File: config.mk
export PLATFORM = sky130hd
export DESIGN_NAME = lpps_sequencer
export DESIGN_NICKNAME = d
export VERILOG_FILES = /design/src/hw/lpps_pkg.sv /design/src/hw/lpps_deb_if.sv /design/src/hw/lpps_debounce.sv /design/src/hw/lpps_sequencer.sv
export SDC_FILE = /design/constraint.sdc
export NUM_CORES = 1
export LEC_CHECK = 0
export BUFFER_PORTS_ARGS = -buffer_cell sky130_fd_sc_hd__buf_2
export CAP_MARGIN = 10
export CORE_MARGIN = 3
export CORE_UTILIZATION = 45
export CTS_CLUSTER_SIZE = 30
export DETAILED_ROUTE_END_ITERATION = 16
export GPL_ROUTABILITY_DRIVEN = 1
export SETUP_SLACK_MARGIN = 0.05
export SLEW_MARGIN = 40
export SYNTH_ARGS = -nofsm -noshare
export SYNTH_HDL_FRONTEND = slang
export SYNTH_SLANG_ARGS = --single-unit
File: constraint.sdc
create_clock -name clk -period 4 [get_ports clk]
set_input_delay 0 -clock clk [delete_from_list [all_inputs] [get_ports clk]]
set_output_delay 0 -clock clk [all_outputs]
set_load 0.01 [all_outputs]
File: src/hw/lpps_pkg.sv
// Shared constants and types for the load port and panel sequencer
package lpps_pkg;

    // ------------------------------------------------------------
    // Timing
    // ------------------------------------------------------------
    localparam int unsigned CLK_KHZ         = 100000;           // 100 MHz clock
    localparam int unsigned DEBOUNCE_MS     = 5;                // Contact settle time
    localparam int unsigned BLINK_HALF_MS   = 250;              // Indicator half period
    localparam int unsigned DEBOUNCE_CYC    = DEBOUNCE_MS * CLK_KHZ;
    localparam int unsigned BLINK_HALF_CYC  = BLINK_HALF_MS * CLK_KHZ;

    // ------------------------------------------------------------
    // Inputs, panel and menu layout
    // ------------------------------------------------------------
    localparam int unsigned NUM_INPUTS      = 10;               // Debounced contacts
    localparam int unsigned IN_OPEN         = 0;
    localparam int unsigned IN_CLOSE        = 1;
    localparam int unsigned IN_STANDBY      = 2;
    localparam int unsigned IN_STOP         = 3;
    localparam int unsigned IN_SELECT       = 4;
    localparam int unsigned IN_UP           = 5;
    localparam int unsigned IN_DOWN         = 6;
    localparam int unsigned IN_DOOR_OPEN    = 7;
    localparam int unsigned IN_DOOR_CLOSED  = 8;
    localparam int unsigned IN_INTERLOCK    = 9;
    localparam int unsigned PANEL_COLS      = 16;               // Characters per line
    localparam int unsigned PANEL_LINES     = 2;
    localparam int unsigned FRAME_BITS      = 16;               // Serial frame length
    localparam int unsigned MENU_COUNT      = 4;                // Menu options
    localparam logic [7:0]  CHAR_ZERO       = 8'h30;

    // ------------------------------------------------------------
    // Panel messages, sixteen characters each
    // ------------------------------------------------------------
    localparam logic [127:0] MSG_ONLINE     = "LIBRARY ONLINE  ";
    localparam logic [127:0] MSG_OFFLINE    = "LIBRARY OFFLINE ";
    localparam logic [127:0] MSG_GOING_OFF  = "GOING OFFLINE   ";
    localparam logic [127:0] MSG_PARKING    = "PARKING ROBOTICS";
    localparam logic [127:0] MSG_PORT_OPEN  = "LOAD PORT OPEN  ";
    localparam logic [127:0] MSG_CLOSE_PORT = "CLOSE LOAD PORT ";
    localparam logic [127:0] MSG_STOPPED    = "ROBOTICS STOPPED";
    localparam logic [127:0] MSG_FAULT      = "LIBRARY FAULT   ";
    localparam logic [127:0] MSG_MENU       = "MENU MODE       ";
    localparam logic [127:0] MSG_OPTION     = "OPTION          ";
    localparam logic [127:0] MSG_BLANK      = "                ";

    // ------------------------------------------------------------
    // Load port sequence states, one-hot
    // ------------------------------------------------------------
    typedef enum logic [5:0] {
        PORT_CLOSED       = 6'h01,
        PORT_OPEN_PARK    = 6'h02,
        PORT_OPEN_UNLOCK  = 6'h04,
        PORT_OPENED       = 6'h08,
        PORT_CLOSE_PARK   = 6'h10,
        PORT_CLOSE_UNLOCK = 6'h20
    } lpps_port_t;

endpackage

File: src/hw/lpps_deb_if.sv
// Carrier between the sequencer and its contact debouncer
`timescale 1ns/1ps
interface lpps_deb_if #(
    parameter int unsigned N = 10
);
    logic [N-1:0] raw;                                          // Contact levels in
    logic [N-1:0] level;                                        // Settled levels
    logic [N-1:0] press;                                        // One-cycle rise pulses

    modport user (output raw, input level, input press);
    modport deb  (input raw, output level, output press);
endinterface

File: src/hw/lpps_debounce.sv
// Per-contact debouncer producing settled levels and press pulses
`timescale 1ns/1ps
module lpps_debounce #(
    parameter int unsigned N      = 10,
    parameter int unsigned SETTLE = 500000
) (
    input  wire logic  clk,                                     // System clock
    input  wire logic  arst_n,                                  // Async reset, low
    lpps_deb_if.deb    dbus                                     // Contact carrier
);
    localparam int unsigned CW = $clog2(SETTLE + 1);

    // ------------------------------------------------------------
    // One settle counter per contact
    // ------------------------------------------------------------
    genvar g;
    generate
        for (g = 0; g < N; g++)
        begin : g_ch
            logic [CW-1:0] cnt_reg;
            logic          lvl_reg;
            logic          prs_reg;

            // A level change must hold for the whole settle time
            always_ff @(posedge clk or negedge arst_n)
            begin
                if (!arst_n)
                begin
                    cnt_reg <= '0;
                    lvl_reg <= 1'b0;
                    prs_reg <= 1'b0;
                end
                else
                begin
                    prs_reg <= 1'b0;
                    if (dbus.raw[g] == lvl_reg)
                        cnt_reg <= '0;
                    else if (cnt_reg == CW'(SETTLE - 1))
                    begin
                        cnt_reg <= '0;
                        lvl_reg <= dbus.raw[g];
                        prs_reg <= dbus.raw[g];                 // Rise only, once per press
                    end
                    else
                        cnt_reg <= cnt_reg + CW'(1);
                end
            end

            assign dbus.level[g] = lvl_reg;
            assign dbus.press[g] = prs_reg;
        end
    endgenerate

endmodule

File: src/hw/lpps_sequencer.sv
// Load port, indicator, standby, stop, menu and panel sequencer
`timescale 1ns/1ps

// What this block does
// - Open press parks robotics, green indicator blinks until parked.
// - After parking, unlock so the door opens, green indicator steady.
// - Once door is open, lock it there and turn green indicator off.
// - With door open, close press parks robotics, red indicator blinks.
// - Then unlock with red steady; door shut by operator locks closed.
// - Door-open limit switch actuated means the door is open.
// - Door-closed limit switch actuated means the door is closed.
// - Solenoid unlocks; drop it once the door leaves its limit switch.
// - Front door opened removes motor power.
// - Standby press online goes offline: indicator on, host off, menus, service.
// - Standby press offline returns online with indicator off.
// - Standby indicator blinks while offline waits for online work to end.
// - Stop toggles robotic power and the red stop indicator.
// - Select enters menu mode only in standby.
// - Up and down step menu options; select executes the shown option.
// - Fault indicator lit during error, with a fault message shown.
// - Two-line sixteen-character panel shows status, or menu options.
// - Panel data travels to the panel over a synchronous serial link.
module lpps_sequencer
    import lpps_pkg::*;
#(
    parameter int unsigned DEBOUNCE_CYCLES = DEBOUNCE_CYC,
    parameter int unsigned BLINK_CYCLES    = BLINK_HALF_CYC,
    parameter int unsigned MENU_OPTIONS    = MENU_COUNT
) (
    input  wire logic       clk,                                // System clock
    input  wire logic       arst_n,                             // Async reset, low
    input  wire logic       open_btn,                           // Load port open button
    input  wire logic       close_btn,                          // Load port close button
    input  wire logic       standby_btn,                        // Online/offline button
    input  wire logic       stop_btn,                           // Robotics stop button
    input  wire logic       select_btn,                         // Menu select button
    input  wire logic       up_btn,                             // Menu scroll up
    input  wire logic       down_btn,                           // Menu scroll down
    input  wire logic       door_open_limit_switch,             // High when actuated
    input  wire logic       door_closed_limit_switch,           // High when actuated
    input  wire logic       front_door_interlock,               // High when contact closed
    input  wire logic       park_done,                          // Robotics report parked
    input  wire logic       online_op_busy,                     // Host operation running
    input  wire logic       error_cond,                         // Library error present
    output logic            park_req,                           // Ask robotics to park
    output logic            port_lock_solenoid,                 // High unlocks the port
    output logic            open_led,                           // Green open indicator
    output logic            close_led,                          // Red close indicator
    output logic            standby_led,                        // Standby indicator
    output logic            stop_led,                           // Red stop indicator
    output logic            fault_led,                          // Red fault indicator
    output logic            robot_power_en,                     // Robotic power allowed
    output logic            motor_power_en,                     // Motor power switched on
    output logic            host_comm_en,                       // Host link enabled
    output logic            service_port_en,                    // Service port active
    output logic            menu_active,                        // Menu mode on
    output logic [3:0]      menu_index,                         // Option on line two
    output logic            menu_exec,                          // Execute pulse
    output logic            panel_sclk,                         // Panel serial clock
    output logic            panel_sdata,                        // Panel serial data
    output logic            panel_latch                         // Frame latch pulse
);

    // ------------------------------------------------------------
    // Debounced contacts
    // ------------------------------------------------------------
    localparam int unsigned BW = $clog2(BLINK_CYCLES + 1);

    lpps_deb_if #(.N(NUM_INPUTS)) dbus ();

    assign dbus.raw = {front_door_interlock, door_closed_limit_switch,
                       door_open_limit_switch, down_btn, up_btn, select_btn,
                       stop_btn, standby_btn, close_btn, open_btn};

    lpps_debounce #(
        .N      (NUM_INPUTS),
        .SETTLE (DEBOUNCE_CYCLES)
    ) u_deb (
        .clk    (clk),
        .arst_n (arst_n),
        .dbus   (dbus)
    );

    logic press_open;
    logic press_close;
    logic press_standby;
    logic press_stop;
    logic press_select;
    logic press_up;
    logic press_down;
    logic at_open;
    logic at_closed;
    logic door_shut;

    // Only settled edges and levels reach the sequencing logic
    assign press_open    = dbus.press[IN_OPEN];
    assign press_close   = dbus.press[IN_CLOSE];
    assign press_standby = dbus.press[IN_STANDBY];
    assign press_stop    = dbus.press[IN_STOP];
    assign press_select  = dbus.press[IN_SELECT];
    assign press_up      = dbus.press[IN_UP];
    assign press_down    = dbus.press[IN_DOWN];
    assign at_open       = dbus.level[IN_DOOR_OPEN];
    assign at_closed     = dbus.level[IN_DOOR_CLOSED];
    assign door_shut     = dbus.level[IN_INTERLOCK];

    // ------------------------------------------------------------
    // Blink timebase
    // ------------------------------------------------------------
    logic [BW-1:0] blink_cnt_reg;
    logic          blink_reg;

    // Shared square wave for every blinking indicator
    always_ff @(posedge clk or negedge arst_n)
    begin
        if (!arst_n)
        begin
            blink_cnt_reg <= '0;
            blink_reg     <= 1'b0;
        end
        else if (blink_cnt_reg == BW'(BLINK_CYCLES - 1))
        begin
            blink_cnt_reg <= '0;
            blink_reg     <= ~blink_reg;
        end
        else
            blink_cnt_reg <= blink_cnt_reg + BW'(1);
    end

    // ------------------------------------------------------------
    // Load port sequence
    // ------------------------------------------------------------
    lpps_port_t port_reg;
    logic       left_reg;                                       // Door has left its start switch

    // Walks park, unlock, travel and relock for both directions
    always_ff @(posedge clk or negedge arst_n)
    begin
        if (!arst_n)
        begin
            port_reg <= PORT_CLOSED;
            left_reg <= 1'b0;
        end
        else
        begin
            case (port_reg)
                PORT_CLOSED:
                begin
                    left_reg <= 1'b0;
                    if (press_open)
                        port_reg <= PORT_OPEN_PARK;
                end
                PORT_OPEN_PARK:
                    if (park_done)
                        port_reg <= PORT_OPEN_UNLOCK;
                PORT_OPEN_UNLOCK:
                begin
                    if (!at_closed)
                        left_reg <= 1'b1;
                    if (at_open && left_reg)
                    begin
                        port_reg <= PORT_OPENED;
                        left_reg <= 1'b0;
                    end
                end
                PORT_OPENED:
                    if (press_close)
                        port_reg <= PORT_CLOSE_PARK;
                PORT_CLOSE_PARK:
                    if (park_done)
                        port_reg <= PORT_CLOSE_UNLOCK;
                PORT_CLOSE_UNLOCK:
                begin
                    if (!at_open)
                        left_reg <= 1'b1;
                    if (at_closed && left_reg)
                    begin
                        port_reg <= PORT_CLOSED;
                        left_reg <= 1'b0;
                    end
                end
                default:
                    port_reg <= PORT_CLOSED;
            endcase
        end
    end

    // Solenoid and port indicators follow the sequence state
    always_ff @(posedge clk or negedge arst_n)
    begin
        if (!arst_n)
        begin
            park_req           <= 1'b0;
            port_lock_solenoid <= 1'b0;
            open_led           <= 1'b0;
            close_led          <= 1'b0;
        end
        else
        begin
            park_req  <= (port_reg != PORT_CLOSED);
            open_led  <= (port_reg == PORT_OPEN_PARK) ? blink_reg :
                         (port_reg == PORT_OPEN_UNLOCK);
            close_led <= (port_reg == PORT_CLOSE_PARK) ? blink_reg :
                         (port_reg == PORT_CLOSE_UNLOCK);
            port_lock_solenoid <= ((port_reg == PORT_OPEN_UNLOCK) && !left_reg && at_closed) ||
                                  ((port_reg == PORT_CLOSE_UNLOCK) && !left_reg && at_open);
        end
    end

    // ------------------------------------------------------------
    // Standby, stop and power
    // ------------------------------------------------------------
    logic online_reg;
    logic going_off_reg;
    logic stopped_reg;

    // Offline request waits for the running host operation
    always_ff @(posedge clk or negedge arst_n)
    begin
        if (!arst_n)
        begin
            online_reg    <= 1'b1;
            going_off_reg <= 1'b0;
        end
        else if (!online_reg)
        begin
            going_off_reg <= 1'b0;
            if (press_standby)
                online_reg <= 1'b1;
        end
        else if (going_off_reg)
        begin
            if (!online_op_busy)
            begin
                online_reg    <= 1'b0;
                going_off_reg <= 1'b0;
            end
        end
        else if (press_standby)
            going_off_reg <= 1'b1;
    end

    // Stop toggles robotic power
    always_ff @(posedge clk or negedge arst_n)
    begin
        if (!arst_n)
            stopped_reg <= 1'b0;
        else if (press_stop)
            stopped_reg <= ~stopped_reg;
    end

    // Power, host and indicator outputs
    always_ff @(posedge clk or negedge arst_n)
    begin
        if (!arst_n)
        begin
            standby_led     <= 1'b0;
            stop_led        <= 1'b0;
            fault_led       <= 1'b0;
            robot_power_en  <= 1'b0;
            motor_power_en  <= 1'b0;
            host_comm_en    <= 1'b0;
            service_port_en <= 1'b0;
        end
        else
        begin
            standby_led     <= going_off_reg ? blink_reg : !online_reg;
            host_comm_en    <= online_reg;
            service_port_en <= !online_reg;
            stop_led        <= stopped_reg;
            robot_power_en  <= !stopped_reg;
            motor_power_en  <= !stopped_reg && door_shut;
            fault_led       <= error_cond;
        end
    end

    // ------------------------------------------------------------
    // Menu mode
    // ------------------------------------------------------------
    // Entry only from standby; leaving standby drops the menu
    always_ff @(posedge clk or negedge arst_n)
    begin
        if (!arst_n)
        begin
            menu_active <= 1'b0;
            menu_index  <= 4'h0;
            menu_exec   <= 1'b0;
        end
        else
        begin
            menu_exec <= 1'b0;
            if (online_reg)
            begin
                menu_active <= 1'b0;
                menu_index  <= 4'h0;
            end
            else if (!menu_active)
            begin
                if (press_select)
                    menu_active <= 1'b1;
            end
            else if (press_select)
                menu_exec <= 1'b1;
            else if (press_up)
                menu_index <= (menu_index == 4'(MENU_OPTIONS - 1)) ? 4'h0 : menu_index + 4'h1;
            else if (press_down)
                menu_index <= (menu_index == 4'h0) ? 4'(MENU_OPTIONS - 1) : menu_index - 4'h1;
        end
    end

    // ------------------------------------------------------------
    // Panel text and serial link
    // ------------------------------------------------------------
    logic [127:0] line1_msg;
    logic [127:0] line2_msg;
    logic [4:0]   pos_reg;                                      // Line bit 4, column bits 3:0
    logic [7:0]   cur_char;
    logic [15:0]  sh_reg;
    logic [4:0]   bit_reg;
    logic         ph_reg;

    // Message choice: fault first, then menu, port, stop, standby
    always_comb
    begin
        line2_msg = MSG_BLANK;
        if (error_cond)
            line1_msg = MSG_FAULT;
        else if (menu_active)
        begin
            line1_msg = MSG_MENU;
            line2_msg = MSG_OPTION;
            line2_msg[63:56] = CHAR_ZERO + {4'h0, menu_index};
        end
        else if (port_reg == PORT_OPEN_PARK || port_reg == PORT_CLOSE_PARK)
            line1_msg = MSG_PARKING;
        else if (port_reg == PORT_OPENED)
            line1_msg = MSG_PORT_OPEN;
        else if (port_reg == PORT_CLOSE_UNLOCK)
            line1_msg = MSG_CLOSE_PORT;
        else if (stopped_reg)
            line1_msg = MSG_STOPPED;
        else if (going_off_reg)
            line1_msg = MSG_GOING_OFF;
        else if (!online_reg)
            line1_msg = MSG_OFFLINE;
        else
            line1_msg = MSG_ONLINE;
        cur_char = pos_reg[4] ? line2_msg[8 * (15 - pos_reg[3:0]) +: 8]
                              : line1_msg[8 * (15 - pos_reg[3:0]) +: 8];
    end

    // Frames of position and character, MSB first, data set on low clock
    always_ff @(posedge clk or negedge arst_n)
    begin
        if (!arst_n)
        begin
            pos_reg     <= 5'h00;
            sh_reg      <= 16'h0000;
            bit_reg     <= 5'h10;
            ph_reg      <= 1'b0;
            panel_sclk  <= 1'b0;
            panel_sdata <= 1'b0;
            panel_latch <= 1'b0;
        end
        else
        begin
            panel_latch <= 1'b0;
            ph_reg      <= ~ph_reg;
            if (!ph_reg)
            begin
                panel_sclk <= 1'b0;
                if (bit_reg == 5'(FRAME_BITS))
                begin
                    // Clock rests low only before the first frame, so that empty load is not latched
                    panel_latch <= panel_sclk;
                    sh_reg      <= {3'h0, pos_reg, cur_char};
                    pos_reg     <= pos_reg + 5'h01;
                    bit_reg     <= 5'h00;
                    ph_reg      <= 1'b0;
                end
                else
                    panel_sdata <= sh_reg[15];
            end
            else
            begin
                panel_sclk <= 1'b1;
                sh_reg     <= {sh_reg[14:0], 1'b0};
                bit_reg    <= bit_reg + 5'h01;
            end
        end
    end

endmodule
==> results.yml, run 1 <==
run_status:
  status: "finished with violations"
  failed_checks: "hold timing"
cells_and_area:
  final_cell_mix: "dfrtp_1, nor2_1, xor2_1"
  layout_commonest_cell: "dfrtp_1"
  drive_gt1_frac: 0.0925
  largest_reg_flops: 190
  area_growth_pct: 13.2
  final_nets: 1671
  stdcell_count: 2106
  num_antenna_cells: 0
  fillers: 3073
power:
  vdd_ir_drop_max_uv: 323
  power_density_nw_per_um2: 422
  static-leakage-power_uw: 0.00728
setup_path:
  rr_startpoint: "pos_reg[4]"
  arrival_ns: 3.31
  crit_start: "pos_reg[4]"
  cp_slowest_stage_delay_ns: 0.61
  crit_chain: "buf_4 > or2_1 > nor2_1 > nand3_1 > a221oi_1 > o211ai_1 > a32oi_1"
  crit_family: "simple AND/OR/NAND/NOR gates"
  slowest_stage: "dfrtp_1"
  reg2reg_slack_ns: 1.12
  critPathCaptureType: "flip-flop"
  cp.depth: 7
  required_ns: 4.43
  path_max_fanout: 13
  crit_type: "reg -> reg"
  worstRegToRegCells: 7
  crit_path_start_kind: "flip-flop"
  r2r-end: "sh_reg[0]"
  crit_buf_inv: 1
synthesis:
  synth_top_area_share: 0.475
  async_reset_ff_frac: 1.00
  synthCells: 1610
  synth_edf_count: 0
  ys_top_cells_by_area: "dfrtp_1, nor2_1, xor2_1"
  synth_nets: 1642
  synthDistinctLibCells: 82
  yosys.area.top_type: "dfrtp_1"
  yosysWarnings: 0
  ys_seq_elements: 290
  syn_area_um2: 15100
  synth-seq-area-share: 0.480
  postSynthAreaPerCell_um2: 9.39
  yosys_most_used_dff: "dfrtp_1"
global_route:
  grt_start_max_net_pins: 95
  grt_use_total: 0.196
  antenna_found_initial: 0
  grt_pass1_vias: 11491
  grt_pass1_wl_mm: 58.7
  grt.overflow.total: 0
clock_network:
  cts_root_buf: "clkbuf_16"
  cts_buffers: 34
  cts_resized: 0
  cts_tree: "yes"
  htree_levels: 2
  clock_path_buffers: 3
  postCtsSetupRepairBufs: 0
  clock_sinks: 290
  clock_latency_ns: 0.52
  path_clk_slew_ns: 0.06
  holdBufCountCts: 14
detailed_routing:
  drc_errors: 0
  vias_per_cell: 5.53
  wl_met2_mm: 15.7
  route.met3.wl_mm: 1.78
  postRouteAntennaNets: 0
  wl_met1_mm: 15.9
  drt_first_pass_iters: 5
  dr_total_vias: 11656
  highest_layer: "met4"
  wl_per_cell_um: 16.4
  drt-initial-drc-count: 713
  wl_mm: 34.6
die:
  dieHeight_um: 189
  die_area_um2: 35800
  io_pins: 35
  die_x_um: 189
  num_rows: 66
  core_region_area_um2: 32900
  start_util: 0.460
timing:
  tightest_slew_ns: 0.723
  finalHoldViolCount: 1
  final.setup_skew_ns: 0.0139
  period_share: 0.721
  max_freq_mhz: 347
  timing.setup.tns_ns: 0
  holdWs_ns: -0.00157
  max_slew_margin: 0.516
  rsz0062_at_grt: "no"
  slew_violations: 0
  fin_crit_ns: 2.88
  setup_viol: 0
placement:
  dp_hpwl_mm: 23.4
  place.gp.congestion: 0.989
  dp_cells: 2031
  port_buffers: 34
worst_hold_path:
  min_path_type: "in -> async"
job:
  maxCapViolCount: 0
## kinds of logic (layout without fill, tap and decap cells)
kind of cell               count (synthesis)  in the layout  share of synthesized area
AOI/OAI and AO/OA                        217            217                     0.0966
xor gates and xnor gates                 209            209                      0.122
adders and majority gates                 17             17                     0.0141
buffers and inverters                    108            162                     0.0300
DFF                                      290            290                      0.480
muxes                                     17             17                     0.0122
and+or+nand+nor                          752            752                      0.245
## worst register-to-register path: stages, from the launching register on
cell      delay (ns)
dfrtp_1         0.61
buf_4           0.30
or2_1           0.37
nor2_1          0.51
nand3_1         0.18
a221oi_1        0.41
o211ai_1        0.21
a32oi_1         0.21
## layout make-up
cell class	instances	area, um^2	area share
clock buffers	44	1000	0.0584
clock inverters	17	270	0.0158
inverters	41	154	0.00899
multi-input cells	1212	7430	0.434
flip-flops and latches	290	7260	0.424
well taps	442	553	0.0323
repair buffers	60	455	0.0266
## metrics by stage
stage	total power (uW)	hold WS, ns	worst slack, ns	utilization	area, um^2
2_1_floorplan	3670	-0.296	1.82	-	15100
3_3_place_gp	3850	0.137	1.31	0.477	15700
3_5_place_dp	3850	-0.0504	1.32	0.478	15700
4_1_cts	7330	0.000425	1.23	0.521	17100
5_1_grt	7550	0.0329	1.06	0.521	17100
6_report	7220	-0.00157	1.12	0.521	17100
## synth_stat cells, drive strengths merged, types with 6 or more instances
cell type	n
buf	24
a311oi	6
and3b	7
inv	40
o221ai	6
xnor2	87
o211ai	12
nor3	37
nor4b	7
and4	18
nand2b	9
ha	17
nor4	18
nor2	286
and2	11
nand2	119
a21oi	54
o31ai	7
a31oi	10
or2	14
or4	6
o22ai	7
or3	10
clkbuf	43
nand4	51
dfrtp	287
and3	28
o21ai	44
xor2	122
nand3	98
a211oi	10
mux2	12
nor2b	13
## routing by layer
layer | GRT usage | up-vias
met5 | 0 | -
met3 | 0.0404 | 95
met4 | 0.0736 | 0
met1 | 0.264 | 5598
li1 | - | 5691
met2 | 0.315 | 272
## power by group
group / switching [uW] / internal (uW) / leakage, uW
clock: 1240 / 2160 / 0.000623
sequential: 99.0 / 3000 / 0.00395
combinational: 474 / 237 / 0.00271
total: 1820 / 5400 / 0.00728
## worst max-delay path by stage
stage	to	slack [ns]
finish	sh_reg[0]	1.12
global route	sh_reg[0]	1.06
CTS	sh_reg[0]	1.23
detailed placement	sh_reg[0]	1.32
global placement	sh_reg[0]	1.31
floorplan	sh_reg[0]	1.82
Power figures use the tool's default switching activity.
==> run 2: changes to the inputs <==
clock period = 2.6 ns   (was 4 ns; I/O delays follow)
==> run 2 against run 1 <==
  * The run now ends clean
  * Flip-flop and latch count stayed put
  * Via count is 2.5% higher
  * Sequential share of layout area is 1.2 points lower
  * Non-clock buffer count is 64 higher
==> results.yml, run 2 (same netlist as run 1, synthesis figures left out) <==
detailed_routing:
  drc_errors: 0
  dr_total_vias: 11947
  drt-initial-drc-count: 716
  drt_first_pass_iters: 5
  vias_per_cell: 5.50
  wl_mm: 37.2
  wl_per_cell_um: 17.1
  postRouteAntennaNets: 0
die:
  start_util: 0.460
  num_rows: 66
  die_area_um2: 35800
  die_x_um: 189
  core_region_area_um2: 32900
  dieHeight_um: 189
  io_pins: 35
power:
  p_seq_frac: 0.426
  p_clk_frac: 0.458
  static-leakage-power_uw: 0.00758
  power_density_nw_per_um2: 634
  swShare: 0.255
  internal-power_uw: 8310
  vdd_ir_drop_max_uv: 549
  netSwitchingPower_uw: 2840
  comb_power_share: 0.116
timing:
  final.setup_skew_ns: 0.0260
  holdWs_ns: 0.0650
  fin_crit_ns: 2.42
  finalHoldViolCount: 0
  rsz0062_at_grt: "yes"
  timing.setup.tns_ns: 0
  setup_viol: 0
  period_share: 0.932
  slew_violations: 0
  tightest_slew_ns: 0.710
  max_slew_margin: 0.525
  finalWorstSetupSlack_ns: 0.176
  max_freq_mhz: 413
setup_path:
  arrival_ns: 2.85
  crit_path_start_kind: "flip-flop"
  path_max_fanout: 11
  slowest_stage: "or4_4"
  crit_chain: "or4_4 > nor2_8 > a21oi_1 > o211a_1 > a311o_1 > a221oi_2"
  crit_type: "reg -> reg"
  required_ns: 3.03
  critPathCaptureType: "flip-flop"
  cp_slowest_stage_delay_ns: 0.68
placement:
  dp_hpwl_mm: 25.9
  post-place-ws_ns: 0.0826
  place.gp.congestion: 0.963
  port_buffers: 34
global_route:
  grt_pass1_wl_mm: 62.4
  grt_start_max_net_pins: 74
  grt_use_total: 0.212
  grt.overflow.total: 0
  grt_pass1_vias: 12000
  antenna_found_initial: 0
clock_network:
  cts_buffers: 35
  path_clk_slew_ns: 0.06
  clock_path_buffers: 3
  cts_root_buf: "clkbuf_16"
  cts_tree: "yes"
  htree_levels: 2
  clock_latency_ns: 0.52
  clock_sinks: 290
cells_and_area:
  layout_commonest_cell: "dfrtp_1"
  drive_gt1_frac: 0.128
  final_cell_mix: "dfrtp_1, nor2_1, xor2_1"
  postLayoutCoreUtil: 0.536
  num_antenna_cells: 0
  final_nets: 1736
  area_growth_pct: 16.4
  largest_reg_flops: 190
job:
  maxCapViolCount: 0
run_status:
  status: "completed"
worst_hold_path:
  min_path_type: "in -> async"
[run 2: routing by layer]
metal | GRT usage | vias up | part of all wire
li1 | - | 5812 | -
met1 | 0.288 | 5763 | 0.46
met2 | 0.337 | 287 | 0.45
met3 | 0.0394 | 85 | 0.054
met4 | 0.0842 | 0 | 0.036
met5 | 0 | - | 0
[run 2: repair_timing]
item                                    CTS  global route
endpoints found under the hold margin   265             0
hold buffers                             14             0
buffers inserted                          0             2
resized for setup                         0            11
endpoints found under the setup margin    0             8
[run 2: area by class of cell]
class	count	area, um^2
Fill cell	3094	15300
Multi-Input combinational cell	1212	7460
Tap cell	442	553
Clock inverter	14	188
Inverter	41	154
Timing Repair Buffer	124	953
Clock buffer	50	1040
Sequential cell	290	7260
[run 2: power groups by stage]
stage | clock network (uW) | logic [uW] | registers (uW)
after floorplan | 0 | 880 | 4760
after global placement | 0 | 1200 | 4820
after detailed placement | 0 | 1180 | 4820
after CTS | 5260 | 1200 | 4740
after global routing | 5470 | 1410 | 4760
final | 5110 | 1300 | 4750
[run 2: critical path: cells and delay by family (launching register included)]
family	cells	cell delay [ns]
flip-flops	1	0.52
AO/OA/AOI/OAI	4	0.86
AND/OR/NAND/NOR	2	0.94
[run 2: stage by stage]
| step | total power, uW | cell area, um^2 | cells |
|---|---|---|---|
| floorplan | 5640 | 15100 | 1610 |
| global placement | 6020 | 16200 | 2093 |
| detailed placement | 6010 | 16200 | 2093 |
| CTS | 11200 | 17600 | 2171 |
| global route | 11600 | 17600 | 2173 |
| finish | 11200 | 17600 | 2173 |
[run 2: path summary, 6_finish.rpt]
check / from / endpoint / slack [ns] / cells past startpoint
hold reg to reg: u_deb.g_ch[3].prs_reg / stopped_reg / 0.43 / 1
setup / recovery: port_reg[5] / sh_reg[2] / 0.18 / 6
hold / removal: arst_n / panel_latch / 0.07 / 2
max in group asynchronous: arst_n / port_reg[0] / 1.70 / 3
setup reg to reg: port_reg[5] / sh_reg[2] / 0.18 / 6
min in group clk: park_done / port_reg[1] / 0.28 / 3
